<file path="config.mk">
export PLATFORM = sky130hd
export DESIGN_NAME = ccr_calibration_control
export DESIGN_NICKNAME = d
export VERILOG_FILES = /design/src/hdl/ccr_pkg.sv /design/src/hdl/ccr_calibration_control.sv
export SDC_FILE = /design/constraint.sdc
export NUM_CORES = 1
export LEC_CHECK = 0
export BUFFER_PORTS_ARGS = -buffer_cell sky130_fd_sc_hd__buf_2
export CORE_ASPECT_RATIO = 0.6
export CORE_MARGIN = 8
export CORE_UTILIZATION = 55
export CTS_CLUSTER_SIZE = 30
export DETAILED_ROUTE_END_ITERATION = 6
export PLACE_DENSITY = 0.79
export SYNTH_ARGS = -nofsm -noshare
export SYNTH_HDL_FRONTEND = slang
export SYNTH_SLANG_ARGS = --single-unit
</file>
<file path="constraint.sdc">
create_clock -name refClk -period 1.9 [get_ports refClk]
set_input_delay 0.38 -clock refClk [delete_from_list [all_inputs] [get_ports refClk]]
set_output_delay 0.38 -clock refClk [all_outputs]
set_load 0.1 [all_outputs]
</file>
<file path="src/hdl/ccr_pkg.sv">
// Package with the register map, field layout and types of the calibration control block.
package ccr_pkg;

	// Register bus widths.
	localparam int ADDR_W = 12;
	localparam int DATA_W = 8;

	// Register offsets.
	localparam logic [11:0] OFS_CAL_ENABLE = 12'h061;
	localparam logic [11:0] OFS_SETUP_MAIN = 12'h062;
	localparam logic [11:0] OFS_STATE_FLAGS = 12'h06a;
	localparam logic [11:0] OFS_PIN_SETUP = 12'h06b;
	localparam logic [11:0] OFS_SOFT_KICK = 12'h06c;
	localparam logic [11:0] OFS_IRQ_STATUS = 12'h070;
	localparam logic [11:0] OFS_IRQ_MASK = 12'h071;

	// Reset values.
	localparam logic [7:0] RST_CAL_ENABLE = 8'h01;
	localparam logic [7:0] RST_SETUP_MAIN = 8'h01;
	localparam logic [7:0] RST_PIN_SETUP = 8'h00;
	localparam logic [7:0] RST_SOFT_KICK = 8'h01;
	localparam logic [1:0] RST_IRQ_MASK = 2'h0;

	// Field positions in the main setup register.
	localparam int BIT_FG = 0;
	localparam int BIT_BG = 1;
	localparam int BIT_OS = 2;
	localparam int BIT_BGOS = 3;
	localparam int BIT_OSFILT = 4;
	localparam int SETUP_W = 5;

	// Field positions in the pin setup register.
	localparam int BIT_TRIG_SRC = 0;
	localparam int BIT_PINSEL_LO = 1;
	localparam int BIT_PINSEL_HI = 2;

	// Status and interrupt bit positions.
	localparam int BIT_FG_COMPLETE = 0;
	localparam int BIT_STOPPED = 1;

	// Status pin selections.
	localparam logic [1:0] PINSEL_FG_COMPLETE = 2'h0;
	localparam logic [1:0] PINSEL_ALARM = 2'h2;
	localparam logic [1:0] PINSEL_LOW = 2'h3;

	// Stand-in durations of the calibration phases, in clock cycles.
	localparam logic [7:0] FG_RUN_CYCLES = 8'h10;
	localparam logic [7:0] BG_PHASE_CYCLES = 8'h08;

	// Sequencer states, Gray coded along the usual path.
	typedef enum logic [2:0] {
		ST_HOLD = 3'h0,
		ST_WAIT = 3'h1,
		ST_CLEAR = 3'h3,
		ST_FG = 3'h2,
		ST_BG = 3'h6,
		ST_STOP = 3'h7,
		ST_DONE = 3'h5
	} ccr_state_t;

	// Control levels handed to the calibration engine.
	typedef struct packed {
		logic clearValues;
		logic fgActive;
		logic bgActive;
		logic fgOffsetEn;
		logic bgOffsetEn;
		logic offsetFilterEn;
		logic dividerResetN;
	} ccr_engine_t;

endpackage

</file>
<file path="src/hdl/ccr_calibration_control.sv">
// Calibration control and status registers with trigger selection and status pin.
module ccr_calibration_control
	import ccr_pkg::*;
(
	input wire logic refClk,
	input wire logic resetN,
	input wire logic [ADDR_W-1:0] regAddr,
	input wire logic [DATA_W-1:0] regWdata,
	input wire logic regWr,
	input wire logic regRd,
	output logic [DATA_W-1:0] regRdata,
	input wire logic hardwareTriggerInput,
	input wire logic alarmIn,
	output logic statusOutputPin,
	output logic irq,
	output ccr_engine_t engine
);

	// Whole state of the block in one record.
	typedef struct packed {
		// Sequencer state.
		ccr_state_t state;
		// Phase timer of the sequencer.
		logic [7:0] cnt;
		// Calibration enable bit; low holds the sequencer in reset.
		logic calEnable;
		// Main setup fields: filter, offsets, background, foreground.
		logic [SETUP_W-1:0] setup;
		// Status pin source selection.
		logic [1:0] pinSel;
		// Trigger source; high takes the hardware pin.
		logic trigSource;
		// Software copy of the trigger input.
		logic softwareTriggerBit;
		// First synchroniser stage, read only by the second.
		logic trigMeta;
		// Second synchroniser stage, the usable hardware trigger.
		logic trigSync;
		// Foreground calibration has completed.
		logic fgDone;
		// Calibration has stopped.
		logic stopped;
		// Sticky event bits, cleared by writing ones.
		logic [1:0] irqStatus;
		// Event bits allowed onto the interrupt line.
		logic [1:0] irqMask;
		// Read data, valid for one cycle after a read strobe.
		logic [DATA_W-1:0] rdata;
		// Registered status pin level.
		logic pin;
		// Registered interrupt level.
		logic irq;
		// Control levels for the calibration engine.
		ccr_engine_t engine;
	} ccr_regs_t;

	// Registered state and its next value.
	ccr_regs_t s_q;
	ccr_regs_t s_d;

	// Address compare used by every register decode.
	function automatic logic hit(input logic [ADDR_W-1:0] a, input logic [ADDR_W-1:0] ofs);
		hit = (a == ofs);
	endfunction

	// Next-state logic: bus, synchroniser, sequencer, flags and outputs.
	always_comb begin
		// Selected calibration trigger.
		logic trig;
		// Foreground completion event of this cycle.
		logic evFgDone;
		// Stop event of this cycle.
		logic evStopped;
		// Status bits that software clears this cycle.
		logic [1:0] w1c;
		// Hold every register unless a branch below changes it.
		s_d = s_q;
		// No trigger and no event unless found below.
		trig = 1'b0;
		evFgDone = 1'b0;
		evStopped = 1'b0;
		w1c = 2'h0;

		s_d.trigMeta = hardwareTriggerInput;
		s_d.trigSync = s_q.trigMeta;

		if (s_q.trigSource) begin
			trig = s_q.trigSync;
		end else begin
			trig = s_q.softwareTriggerBit;
		end

		// Register writes; software is expected to reprogram setup while disabled.
		if (regWr) begin
			// Enable bit; clearing it holds calibration in reset.
			if (hit(regAddr, OFS_CAL_ENABLE)) begin
				s_d.calEnable = regWdata[0];
			end
			// Main setup; the unused upper bits are dropped.
			if (hit(regAddr, OFS_SETUP_MAIN)) begin
				s_d.setup = regWdata[SETUP_W-1:0];
			end
			// Trigger source and status pin selection.
			if (hit(regAddr, OFS_PIN_SETUP)) begin
				s_d.trigSource = regWdata[BIT_TRIG_SRC];
				s_d.pinSel = regWdata[BIT_PINSEL_HI:BIT_PINSEL_LO];
			end
			if (hit(regAddr, OFS_SOFT_KICK)) begin
				s_d.softwareTriggerBit = regWdata[0];
			end
			// Write-one-to-clear of the sticky event bits.
			if (hit(regAddr, OFS_IRQ_STATUS)) begin
				w1c = regWdata[BIT_STOPPED:BIT_FG_COMPLETE];
			end
			// Interrupt mask, same layout as the event bits.
			if (hit(regAddr, OFS_IRQ_MASK)) begin
				s_d.irqMask = regWdata[BIT_STOPPED:BIT_FG_COMPLETE];
			end
		end

		// Read data appear in the cycle after the strobe only.
		s_d.rdata = '0;
		if (regRd) begin
			if (hit(regAddr, OFS_CAL_ENABLE)) begin
				// Enable bit alone.
				s_d.rdata = {7'h00, s_q.calEnable};
			end else if (hit(regAddr, OFS_SETUP_MAIN)) begin
				// Setup fields, unused bits as zero.
				s_d.rdata = {3'h0, s_q.setup};
			end else if (hit(regAddr, OFS_STATE_FLAGS)) begin
				s_d.rdata = {6'h00, s_q.stopped, s_q.fgDone};
			end else if (hit(regAddr, OFS_PIN_SETUP)) begin
				// Pin selection above the trigger source.
				s_d.rdata = {5'h00, s_q.pinSel, s_q.trigSource};
			end else if (hit(regAddr, OFS_SOFT_KICK)) begin
				// Software trigger bit alone.
				s_d.rdata = {7'h00, s_q.softwareTriggerBit};
			end else if (hit(regAddr, OFS_IRQ_STATUS)) begin
				// Sticky event bits.
				s_d.rdata = {6'h00, s_q.irqStatus};
			end else if (hit(regAddr, OFS_IRQ_MASK)) begin
				// Event mask.
				s_d.rdata = {6'h00, s_q.irqMask};
			end else begin
				// Unmapped addresses read as zero.
				s_d.rdata = '0;
			end
		end

		// Default phase counter advance.
		s_d.cnt = s_q.cnt + 8'h01;
		s_d.engine.clearValues = 1'b0;

		// Calibration sequencer.
		case (s_q.state)
			// Held in reset until enabled.
			ST_HOLD: begin
				s_d.cnt = '0;
				if (s_q.calEnable) begin
					s_d.state = ST_WAIT;
				end
			end
			// Wait for the selected trigger to go high.
			ST_WAIT: begin
				s_d.cnt = '0;
				if (trig) begin
					s_d.state = ST_CLEAR;
				end
			end
			ST_CLEAR: begin
				s_d.engine.clearValues = 1'b1;
				s_d.cnt = '0;
				s_d.fgDone = 1'b0;
				s_d.stopped = 1'b0;
				if (s_q.setup[BIT_FG]) begin
					s_d.state = ST_FG;
				end else if (s_q.setup[BIT_BG]) begin
					s_d.state = ST_BG;
				end else begin
					s_d.stopped = 1'b1;
					evStopped = 1'b1;
					s_d.state = ST_DONE;
				end
			end
			// Foreground calibration runs for a fixed time.
			ST_FG: begin
				if (s_q.cnt == FG_RUN_CYCLES - 8'h01) begin
					s_d.fgDone = 1'b1;
					evFgDone = 1'b1;
					s_d.cnt = '0;
					if (s_q.setup[BIT_BG]) begin
						s_d.state = ST_BG;
					end else begin
						s_d.stopped = 1'b1;
						evStopped = 1'b1;
						s_d.state = ST_DONE;
					end
				end
			end
			ST_BG: begin
				if (s_q.cnt == BG_PHASE_CYCLES - 8'h01) begin
					s_d.cnt = '0;
					if (!trig) begin
						s_d.stopped = 1'b1;
						evStopped = 1'b1;
						s_d.state = ST_STOP;
					end
				end
			end
			// Halted at a phase boundary until the trigger returns.
			ST_STOP: begin
				s_d.cnt = '0;
				if (trig) begin
					s_d.stopped = 1'b0;
					s_d.state = ST_BG;
				end
			end
			// Calibration finished with background off.
			ST_DONE: begin
				s_d.cnt = '0;
			end
			default: begin
				// Unused state codes recover to hold.
				s_d.state = ST_HOLD;
				s_d.cnt = '0;
			end
		endcase

		if (!s_q.calEnable) begin
			s_d.state = ST_HOLD;
			s_d.cnt = '0;
		end
		// Divider reset follows the enable bit one cycle later.
		s_d.engine.dividerResetN = s_q.calEnable;

		// Phase levels for the engine.
		s_d.engine.fgActive = (s_d.state == ST_FG);
		s_d.engine.bgActive = (s_d.state == ST_BG);

		s_d.engine.offsetFilterEn = s_q.setup[BIT_OSFILT];
		s_d.engine.bgOffsetEn = s_q.setup[BIT_BGOS] & s_q.setup[BIT_BG];
		s_d.engine.fgOffsetEn = s_q.setup[BIT_OS] & s_q.setup[BIT_FG];

		// Sticky interrupt flags; a new event wins over a clear in the same cycle.
		s_d.irqStatus = (s_q.irqStatus & ~w1c) | {evStopped, evFgDone};
		s_d.irq = |(s_d.irqStatus & s_d.irqMask);

		// Status pin source selection.
		case (s_d.pinSel)
			PINSEL_FG_COMPLETE: begin
				s_d.pin = s_d.fgDone;
			end
			PINSEL_ALARM: begin
				s_d.pin = alarmIn;
			end
			PINSEL_LOW: begin
				s_d.pin = 1'b0;
			end
			default: begin
				// Reserved selection drives low.
				s_d.pin = 1'b0;
			end
		endcase
	end

	// State register with asynchronous active-low reset.
	always_ff @(posedge refClk or negedge resetN) begin
		if (!resetN) begin
			s_q.state <= ST_HOLD;
			s_q.cnt <= '0;
			s_q.calEnable <= RST_CAL_ENABLE[0];
			s_q.setup <= RST_SETUP_MAIN[SETUP_W-1:0];
			s_q.pinSel <= RST_PIN_SETUP[BIT_PINSEL_HI:BIT_PINSEL_LO];
			s_q.trigSource <= RST_PIN_SETUP[BIT_TRIG_SRC];
			s_q.softwareTriggerBit <= RST_SOFT_KICK[0];
			// Synchroniser starts at the idle level of the pin.
			s_q.trigMeta <= 1'b0;
			s_q.trigSync <= 1'b0;
			// Status and event bits start clear.
			s_q.fgDone <= 1'b0;
			s_q.stopped <= 1'b0;
			s_q.irqStatus <= 2'h0;
			s_q.irqMask <= RST_IRQ_MASK;
			// Outputs are low during reset.
			s_q.rdata <= '0;
			s_q.pin <= 1'b0;
			s_q.irq <= 1'b0;
			s_q.engine <= '0;
		end else begin
			s_q <= s_d;
		end
	end

	// Outputs come straight from the state register.
	// Read data bus.
	assign regRdata = s_q.rdata;
	// Status pin level.
	assign statusOutputPin = s_q.pin;
	// Interrupt line.
	assign irq = s_q.irq;
	// Engine control levels.
	assign engine = s_q.engine;

endmodule

</file>
## Yosys cells after proc, flatten, opt, wreduce, memory -nomap -nowiden

Cells that the tools add are included.

| storage, ports and cells | value |
|---|---|
| flip-flop bits (word level) | 46 |
| input port bits | 26 |
| output and inout port bits | 17 |
| logic and storage cells | 105 |

| operators by class | value |
|---|---|
| $add $sub $neg | 1 |
| equal/unequal tests | 23 |
| multiplexer cells | 43 |
| bitwise logic cells | 6 |
| reduce and logical (&&, ||, !) cells | 9 |

Operators with widths:

| kind | count |
|---|---|
| $eq A12 B7 Y1 const B | 7 |
| $mux W11 | 3 |
| $mux W3 | 7 |
| $pmux W3 S7 | 1 |
| $mux W2 | 9 |
| $pmux W8 S2 | 1 |
| $mux W5 | 3 |
| $mux W1 | 14 |
| $eq A3 B3 Y1 const B | 4 |
| $ne A2 B2 Y1 const B | 5 |
| $eq A3 B2 Y1 const B | 3 |
| $add A8 B1 Y8 const B | 1 |
| $eq A8 B3 Y1 const B | 1 |
| $eq A8 B4 Y1 const B | 1 |
| $reduce_and A2 Y1 | 4 |
| $reduce_and A6 Y1 | 1 |
| $and A2 B2 Y2 | 2 |
| $mux W4 | 1 |
| $pmux W1 S2 | 2 |
| $pmux W1 S4 | 1 |
| $reduce_bool A4 Y1 | 1 |
| $eq A3 B1 Y1 const B | 1 |
| $logic_not A3 Y1 | 1 |
| $pmux W1 S3 | 1 |
| 6 further kinds | 7 |

## Longest topological paths before layout

Gate-level depths: netlist of the first run.

| logic depth | value |
|---|---|
| word-level depth | 9 |
| gate-level depth with buffers | 6 |
| depth with buffers taken out | 6 |

## Least setup slack after synthesis of the first run

OpenSTA, ideal clock, no wires.

| timing path | value |
|---|---|
| path kind | input -> register |
| start point | in regAddr[9] |
| end point | reg irq (netlist name) |
| library setup time | 0.118 ns |
| arrival time | 1.689 ns |
| data required time | 1.782 ns |
| setup slack | 0.093 ns |
| stages | 5 |
| path buffers | 0 |
| path through | nor4_4 -> and3_2 -> and2_1 -> mux2_2 -> a2bb2o_4 |

RTL lines:

| item | RTL line | source |
|---|---|---|
| from (decl) | ccr_calibration_control.sv:7 | `input wire logic [ADDR_W-1:0] regAddr,` |

==> flow_summary.ini, run 1 <==
[clock_network]
htreeDepth = 2
hold_buffers = 0
cts.sinks = 43
root_buffer = clkbuf_8
cts_tree = done
cts_buffers = 5
clk_latency_ps = 300
path_clk_slew_ps = 80
cts_buffer_depth = 2

[die]
dieHeight_um = 65.7
die_x_um = 98.9
core_area_um2 = 4030
start_util_pct = 56.2
std_cell_rows = 18
dieArea_um2 = 6500
pin_count = 43

[worst_hold_path]
min_path_type = primary input to asynchronous set/reset pin

[final_layout]
n_antenna_cell = 0
finalNetCount = 276
post_route_cells_drive_above_1_share_pct = 35.2
syn2layout_area_growth_pct = 16.9
fillerInstances = 318

[yosys]
yosys_most_used_dff = dfrtp_1
synth_warnings = 0
async_reset_ff_share_pct = 100
synth_cell_types = 58
syn_area_um2 = 2270
synth_area_leaders = dfrtp_1 44%, buf_4 5.0%, dfstp_2 3.5%
synth-edff-count = 0
yosysTopAreaCellShare_pct = 44.2
ys_seq_area_share_pct = 47.7
avgSynthCellArea_um2 = 10.9
syn_inst = 208
ys_ff_latch = 43
synth_common_cells = 40 x dfrtp_1, 18 x nor2_1, 15 x buf_4
yosysMostFrequentCell = dfrtp_1
yosysTopAreaCell = dfrtp_1

[routing]
drc = 0
wl_per_cell_um = 16.6
vias_per_cell = 5.46
drtAntennaViolNets = 0
totalWireLength_um = 4980
dr.pass1.iters = 4
drt_iter0_markers = 126
vias = 1639

[power_and_ir_drop]
leakagePower_nw = 1.30
total_power_mw = 1.96
powerDensity_nw_per_um2 = 741
vdd_ir_drop_max_mv = 0.476

[worst_setup_path]
r2r-start = s_q[44]
critical_path_class = register to register
cp-startpoint = s_q[44]
startpoint_type = register
worst_ep_arrival_time_ps = 2060
cp-end-kind = register
cp_max_fo = 8
cp.required_ps = 2110

[job]
max-cap-violations = 0

[global_route]
grt_pass1_wl_um = 7910
grt_max_degree = 44
track_usage_pct = 15.5
antenna_found_initial = 0
overflow = 0
grt_pass1_vias = 1515

[timing]
finalHoldViolCount = 0
finalSetupViolCount = 0
worst_slack_ps = 46.8
fin_skew_ps = 5.19
period_needed_ps = 1850
maxSlewHeadroom_pct = 58.1
drv_slew = 0
worst_pin_slew_ps = 611
setup-tns-final_ps = 0
fmax_mhz = 540
final.period_utilization_pct = 97.5

[outcome]
outcome = complete, no violations

[place]
post-place-ws_ps = -10.6
gp_congestion = 0.888
portBuffers = 36
dp_hpwl_um = 3630
[power by group]
group          internal [mW]  switching [mW]  total [mW]
sequential             0.927          0.0114       0.938
clock                  0.524           0.318       0.842
combinational         0.0647           0.117       0.181
[kinds of logic (layout without fill, tap and decap cells)]
family / after synthesis / in the layout / share of synthesized area (%)
muxes: 14 / 14 / 7.56
and+or+nand+nor: 83 / 83 / 22.6
other: 1 / 3 / 0.165
xor gates and xnor gates: 7 / 7 / 2.71
buffers and inverters: 30 / 70 / 7.51
adders and majority gates: 1 / 1 / 0.552
DFF: 43 / 43 / 47.7
AOI/OAI and AO/OA: 29 / 29 / 11.3
[path summary, 6_finish.rpt]
| check | to | slack (ps) | cells past startpoint |
|---|---|---|---|
| max | engine[4] | 50 | 5 |
| max reg2reg | engine[4] | 50 | 5 |
| min in group refClk | s_d[23] | 180 | 1 |
| min | s_q[40] | 130 | 2 |
| min reg2reg | s_q[23] | 360 | 0 |
| max in group asynchronous | s_q[29] | 1400 | 2 |
[sequential cells by signal, summed over array words and instances (netlist names)]
signal	cells
statusOutputPin	1
regRdata	5
irq	1
engine	7
s_d	3
s_q	26
[critical path, cell delays in order (launching register included)]
cell      delay [ps]
dfrtp_1          470
nor3b_1          510
o41ai_2          160
o311a_1          180
nand4b_1         220
nor3b_1          230
[layer usage]
| layer | track usage (%) | wire, um | vias up |
|---|---|---|---|
| met5 | 0 | 0 | - |
| met2 | 19.7 | 2030 | 50 |
| li1 | - | - | 793 |
| met4 | 3.98 | 53 | 0 |
| met1 | 22.9 | 2470 | 788 |
| met3 | 6.64 | 429 | 8 |
[final cells by class]
class	instances	area [um^2]	share of cell area [%]
Tap cell	50	62.6	2.36
Timing Repair Buffer	51	293	11.1
Clock inverter	3	67.6	2.55
Multi-Input combinational cell	137	1040	39.1
Clock buffer	5	68.8	2.60
Sequential cell	43	1080	40.8
Inverter	11	41.3	1.56
[layout by cell type (no fill, tap or decap), drive strengths merged, types with 3 or more instances in the layout]
| cell | Yosys | routed |
|---|---|---|
| mux2 | 10 | 10 |
| buf | 16 | 51 |
| dfstp | 3 | 3 |
| o21ai | 7 | 7 |
| clkbuf | 3 | 5 |
| nand2 | 10 | 10 |
| a31oi | 3 | 3 |
| inv | 11 | 11 |
| nor2 | 18 | 18 |
| conb | 1 | 3 |
| mux2i | 4 | 4 |
| and3 | 5 | 5 |
| nand4 | 3 | 3 |
| o21a | 3 | 3 |
| nor3b | 5 | 5 |
| dfrtp | 40 | 40 |
| nand3 | 12 | 12 |
| nor3 | 4 | 4 |
| nor4 | 3 | 3 |
| xnor2 | 3 | 3 |
| nor2b | 4 | 4 |
| xor2 | 4 | 4 |
| and2 | 6 | 6 |
[timing repair]
| item | in CTS | in global routing |
|---|---|---|
| setup buffers | 0 | 1 |
| setup endpoints to repair | 0 | 3 |
| gates resized for setup | 0 | 2 |
[through the flow]
step	utilization, %	cells	cell area (um^2)	hold WS, ps
floorplan	-	210	2270	84.4
global placement	61.8	291	2490	335
detailed placement	61.8	291	2490	336
CTS	65.2	299	2630	150
global route	65.7	300	2650	168
finish	65.7	300	2650	129
Note: power is estimated with default switching activity, not from simulation.
==> inputs of run 2 (changes only) <==
--- a/config.mk
+++ b/config.mk
@@ -5,13 +5,13 @@
 export SDC_FILE = /design/constraint.sdc
 export NUM_CORES = 1
 export LEC_CHECK = 0
-export BUFFER_PORTS_ARGS = -buffer_cell sky130_fd_sc_hd__buf_2
 export CORE_ASPECT_RATIO = 0.6
 export CORE_MARGIN = 8
 export CORE_UTILIZATION = 55
 export CTS_CLUSTER_SIZE = 30
 export DETAILED_ROUTE_END_ITERATION = 6
-export PLACE_DENSITY = 0.79
+export DONT_BUFFER_PORTS = 1
+export PLACE_DENSITY = 0.7
 export SYNTH_ARGS = -nofsm -noshare
 export SYNTH_HDL_FRONTEND = slang
 export SYNTH_SLANG_ARGS = --single-unit
==> flow_summary.ini, run 2 (synthesized netlist as in run 1, its figures left out) <==
[outcome]
outcome = complete, no violations

[routing]
drtAntennaViolNets = 0
vias = 1593
vias_per_cell = 5.86
wl_per_cell_um = 18.1
dr.pass1.iters = 4
totalWireLength_um = 4930
drc = 0
drt_iter0_markers = 140

[worst_setup_path]
cp-startpoint = s_q[35]
critical_path_class = register to register
r2r-end = engine[4]
worst_ep_arrival_time_ps = 2010
reg2reg_slack_ps = 60
path_delay_family = simple AND/OR/NAND/NOR gates
cp.depth = 6
cp-end-kind = register
cp-endpoint = engine[4]
path_buf_inv = 0
r2r-start = s_q[35]
crit_path_max_incr_delay_ps = 490
cpMaxStageDelayCell = or4b_4
cp.required_ps = 2070
cp_max_fo = 3
worstPathCellList = ha_1, or4b_4, o41ai_2, o311a_1, nand4b_1, nor3b_1
startpoint_type = register
r2r_cells = 6

[timing]
fmax_mhz = 544
finalSetupViolCount = 0
drv_slew = 0
final.period_utilization_pct = 96.8
period_needed_ps = 1840
finalHoldViolCount = 0
fin_skew_ps = 13.0
worst_slack_ps = 60.3
setup-tns-final_ps = 0

[die]
dieArea_um2 = 6500
core_area_um2 = 4030
dieHeight_um = 65.7
start_util_pct = 56.2
die_x_um = 98.9
pin_count = 43
std_cell_rows = 18

[final_layout]
post_route_cells_drive_above_1_share_pct = 26.6
fillerInstances = 332
final_cell_mix = 40 x dfrtp_1, 21 x buf_4, 18 x nor2_1
largest_reg_flops = 26
finalNetCount = 248
top_register = s_q
n_antenna_cell = 0
syn2layout_area_growth_pct = 12.3
final_common_cell = dfrtp_1

[power_and_ir_drop]
switching_share_pct = 21.6
vdd_ir_drop_max_mv = 0.457
p_sw_uw = 412
pwr-share-comb_pct = 7.2
powerDensity_nw_per_um2 = 751
intPower_mw = 1.50
p_clk_share_pct = 43.7
p_seq_share_pct = 49.1
leakagePower_nw = 1.19

[global_route]
grt_pass1_vias = 1565
overflow = 0
grt_max_degree = 44
antenna_found_initial = 0
grt_pass1_wl_um = 7910
track_usage_pct = 15.8

[clock_network]
htreeDepth = 2
cts.sinks = 43
cts_buffers = 5
path_clk_slew_ps = 90
cts_buffer_depth = 2
root_buffer = clkbuf_8
clk_latency_ps = 300
cts_tree = done

[place]
portBuffers = 0
post-place-ws_ps = 25.8
gp_congestion = 0.926
dp_hpwl_um = 3640

[worst_hold_path]
min_path_type = primary input to register

[job]
max-cap-violations = 0
[run 2: how the worst min path moves through the flow]
stage / start / endpoint / cells past startpoint
floorplan: resetN / engine[0] / 0
global placement: resetN / s_q[35] / 0
detailed placement: resetN / s_q[35] / 0
CTS: hardwareTriggerInput / s_d[23] / 0
global route: hardwareTriggerInput / s_d[23] / 0
finish: hardwareTriggerInput / s_d[23] / 0
[run 2: cell type report]
| class | instances | area (um^2) | area share [%] |
|---|---|---|---|
| timing repair buffer | 23 | 188 | 7.37 |
| tap | 50 | 62.6 | 2.46 |
| clock inverter | 2 | 60.1 | 2.36 |
| inverter | 11 | 41.3 | 1.62 |
| multi-input combinational | 137 | 1040 | 40.9 |
| clock buffer | 6 | 72.6 | 2.85 |
| sequential | 43 | 1080 | 42.4 |
[run 2: what timing repair did]
item                       CTS  global route
setup endpoints to repair    0             3
gates resized for setup      0             3
hold buffers                 2             0
buffers inserted             0             1
hold endpoints to repair    43             0
[run 2: power groups by stage]
| stage | clock, mW | combinational, mW | sequential (mW) |
|---|---|---|---|
| CTS | 0.853 | 0.137 | 0.937 |
| finish | 0.836 | 0.137 | 0.939 |
| detailed placement | 0 | 0.111 | 0.955 |
| global route | 0.903 | 0.148 | 0.940 |
| floorplan | 0 | 0.104 | 0.951 |
| global placement | 0 | 0.110 | 0.955 |
[run 2: through the flow]
stage	area (um^2)	power, mW	utilization (%)	std cells	hold WS (ps)
floorplan	2270	1.06	-	210	84.4
global placement	2360	1.06	58.5	261	85.6
detailed placement	2360	1.07	58.5	261	85.3
CTS	2520	1.93	62.5	271	98.8
global route	2540	1.99	63.1	272	81.4
finish	2540	1.91	63.1	272	111
[run 2: metal layers]
layer  GRT usage, %  up-vias  wire (um)
met5              0        -          0
met4           6.07        0         41
met3           6.95        4        536
met2           22.1       77       2050
met1           21.0      775       2300
li1               -      737          -
==> inputs of run 3 (changes only) <==
==> constraint.sdc (replaced) <==
create_clock -name refClk -period 1.9 [get_ports refClk]
set_input_delay 0.19 -clock refClk [delete_from_list [all_inputs] [get_ports refClk]]
set_output_delay 0.19 -clock refClk [all_outputs]
set_load 0.1 [all_outputs]
==> flow_summary.ini, run 3 (synthesized netlist as in run 1, its figures left out) <==
[outcome]
outcome = complete, no violations

[power_and_ir_drop]
intPower_mw = 1.23
leakagePower_nw = 1.17
total_power_mw = 1.62
powerDensity_nw_per_um2 = 649
pwr-share-comb_pct = 7.8
p_sw_uw = 389
vdd_ir_drop_max_mv = 0.389
p_clk_share_pct = 33.8
switching_share_pct = 24.0
p_seq_share_pct = 58.4

[die]
core_area_um2 = 4030
dieArea_um2 = 6500
die_x_um = 98.9
start_util_pct = 56.2
dieHeight_um = 65.7
pin_count = 43
std_cell_rows = 18

[place]
placed_cell_area_um2 = 2340
portBuffers = 0
dp_hpwl_um = 3750
gp_congestion = 0.887

[final_layout]
n_antenna_cell = 0
post_route_cells_drive_above_1_share_pct = 25.7
final_cell_mix = 40 x dfrtp_1, 20 x buf_4, 18 x nor2_1
final_util_pct = 61.9
final_common_cell = dfrtp_1
syn2layout_area_growth_pct = 10.0
largest_reg_flops = 26
design_area_um2 = 2490
top_register = s_q
finalNetCount = 248

[routing]
wl_per_cell_um = 17.9
dr.pass1.iters = 5
drc = 0
drtAntennaViolNets = 0
totalWireLength_um = 4880
vias = 1569
drt_iter0_markers = 140
vias_per_cell = 5.77

[worst_hold_path]
min_path_type = primary input to register
hp-start = regWdata[0]

[timing]
setup-tns-final_ps = 0
period_needed_ps = 1880
whs_ps = 7.30
final.period_utilization_pct = 99.0
finalHoldViolCount = 0
drv_slew = 0
fmax_mhz = 531
fin_skew_ps = 5.10
finalSetupViolCount = 0

[worst_setup_path]
critical_path_class = register to register
startpoint_type = register
path_delay_family = simple AND/OR/NAND/NOR gates
worst_ep_arrival_time_ps = 2050
r2r-start = s_q[36]
cp-startpoint = s_q[36]
cp.required_ps = 2070
cpMaxStageDelayCell = or4b_4
crit_path_max_incr_delay_ps = 480
cp-end-kind = register
reg2reg_slack_ps = 20
path_buf_inv = 0
cp_max_fo = 4
worstPathCellList = ha_1, or4b_4, o41ai_1, o311a_1, nand4b_1, nor3b_1

[clock_network]
cts_buffer_depth = 2
cts_tree = done
root_buffer = clkbuf_8
cts_buffers = 5
clk_latency_ps = 290
path_clk_slew_ps = 80
cts.sinks = 43
htreeDepth = 2

[global_route]
grt_pass1_wl_um = 7990
overflow = 0
grt_pass1_vias = 1523
antenna_found_initial = 0
grt_max_degree = 44
track_usage_pct = 15.7

[job]
max-cap-violations = 0
==> run 3: changes by cell type in the layout (fill, tap and decap cells not counted), sizes merged <==
cell,previous run,this run
buf,22,21
bufinv,2,0
clkbuf,6,7
clkinv,0,1
dlygate4sd3,1,2
==> run 3: cell type report <==
| class | count | area (um^2) |
|---|---|---|
| Clock buffer | 7 | 76.3 |
| Clock inverter | 1 | 5.00 |
| Fill cell | 331 | 1540 |
| Inverter | 11 | 41.3 |
| Multi-Input combinational cell | 137 | 1040 |
| Sequential cell | 43 | 1080 |
| Tap cell | 50 | 62.6 |
| Timing Repair Buffer | 23 | 190 |
==> run 3: worst register-to-register path, stage by stage, from the launching register on <==
cell and delay, ps:
dfrtp_1 380, ha_1 180, or4b_4 480, o41ai_1 280, o311a_1 250, nand4b_1 140
nor3b_1 70
==> run 3: repair_timing <==
item | 4_1_cts | 5_1_grt
resized for setup | 0 | 3
buffers inserted | 0 | 2
hold endpoints to repair | 44 | 0
hold buffers | 3 | 0
setup endpoints to repair | 0 | 7
==> run 3: metrics by stage <==
step | cells | setup slack [ps]
CTS | 270 | 64.3
global placement | 259 | 70.8
detailed placement | 259 | 66.1
floorplan | 210 | 98.9
global route | 272 | -70.7
finish | 272 | 18.1
==> run 3: per-layer routing <==
layer	vias up	track usage [%]	part of all wire, %
met4	0	3.98	0.18
met2	56	22.7	44
met1	770	21.7	48
met5	-	0	0
met3	2	5.80	7.9
li1	741	-	-
==> run 3: final timing paths <==
check,endpoint,cells after the start
hold / removal,s_d[0],2
max in group asynchronous,s_q[29],2
setup / recovery,engine[4],6
min in group asynchronous,s_q[40],2
setup reg to reg,engine[4],6
hold reg to reg,s_q[23],0
==> run 3: power by group through the flow <==
| stage | clock (mW) | sequential [mW] | combinational, mW |
|---|---|---|---|
| after CTS | 0.562 | 0.944 | 0.127 |
| after detailed placement | 0 | 0.962 | 0.0995 |
| final | 0.546 | 0.945 | 0.126 |
| after floorplan | 0 | 0.951 | 0.104 |
| after global routing | 0.605 | 0.947 | 0.139 |
| after global placement | 0 | 0.961 | 0.0988 |
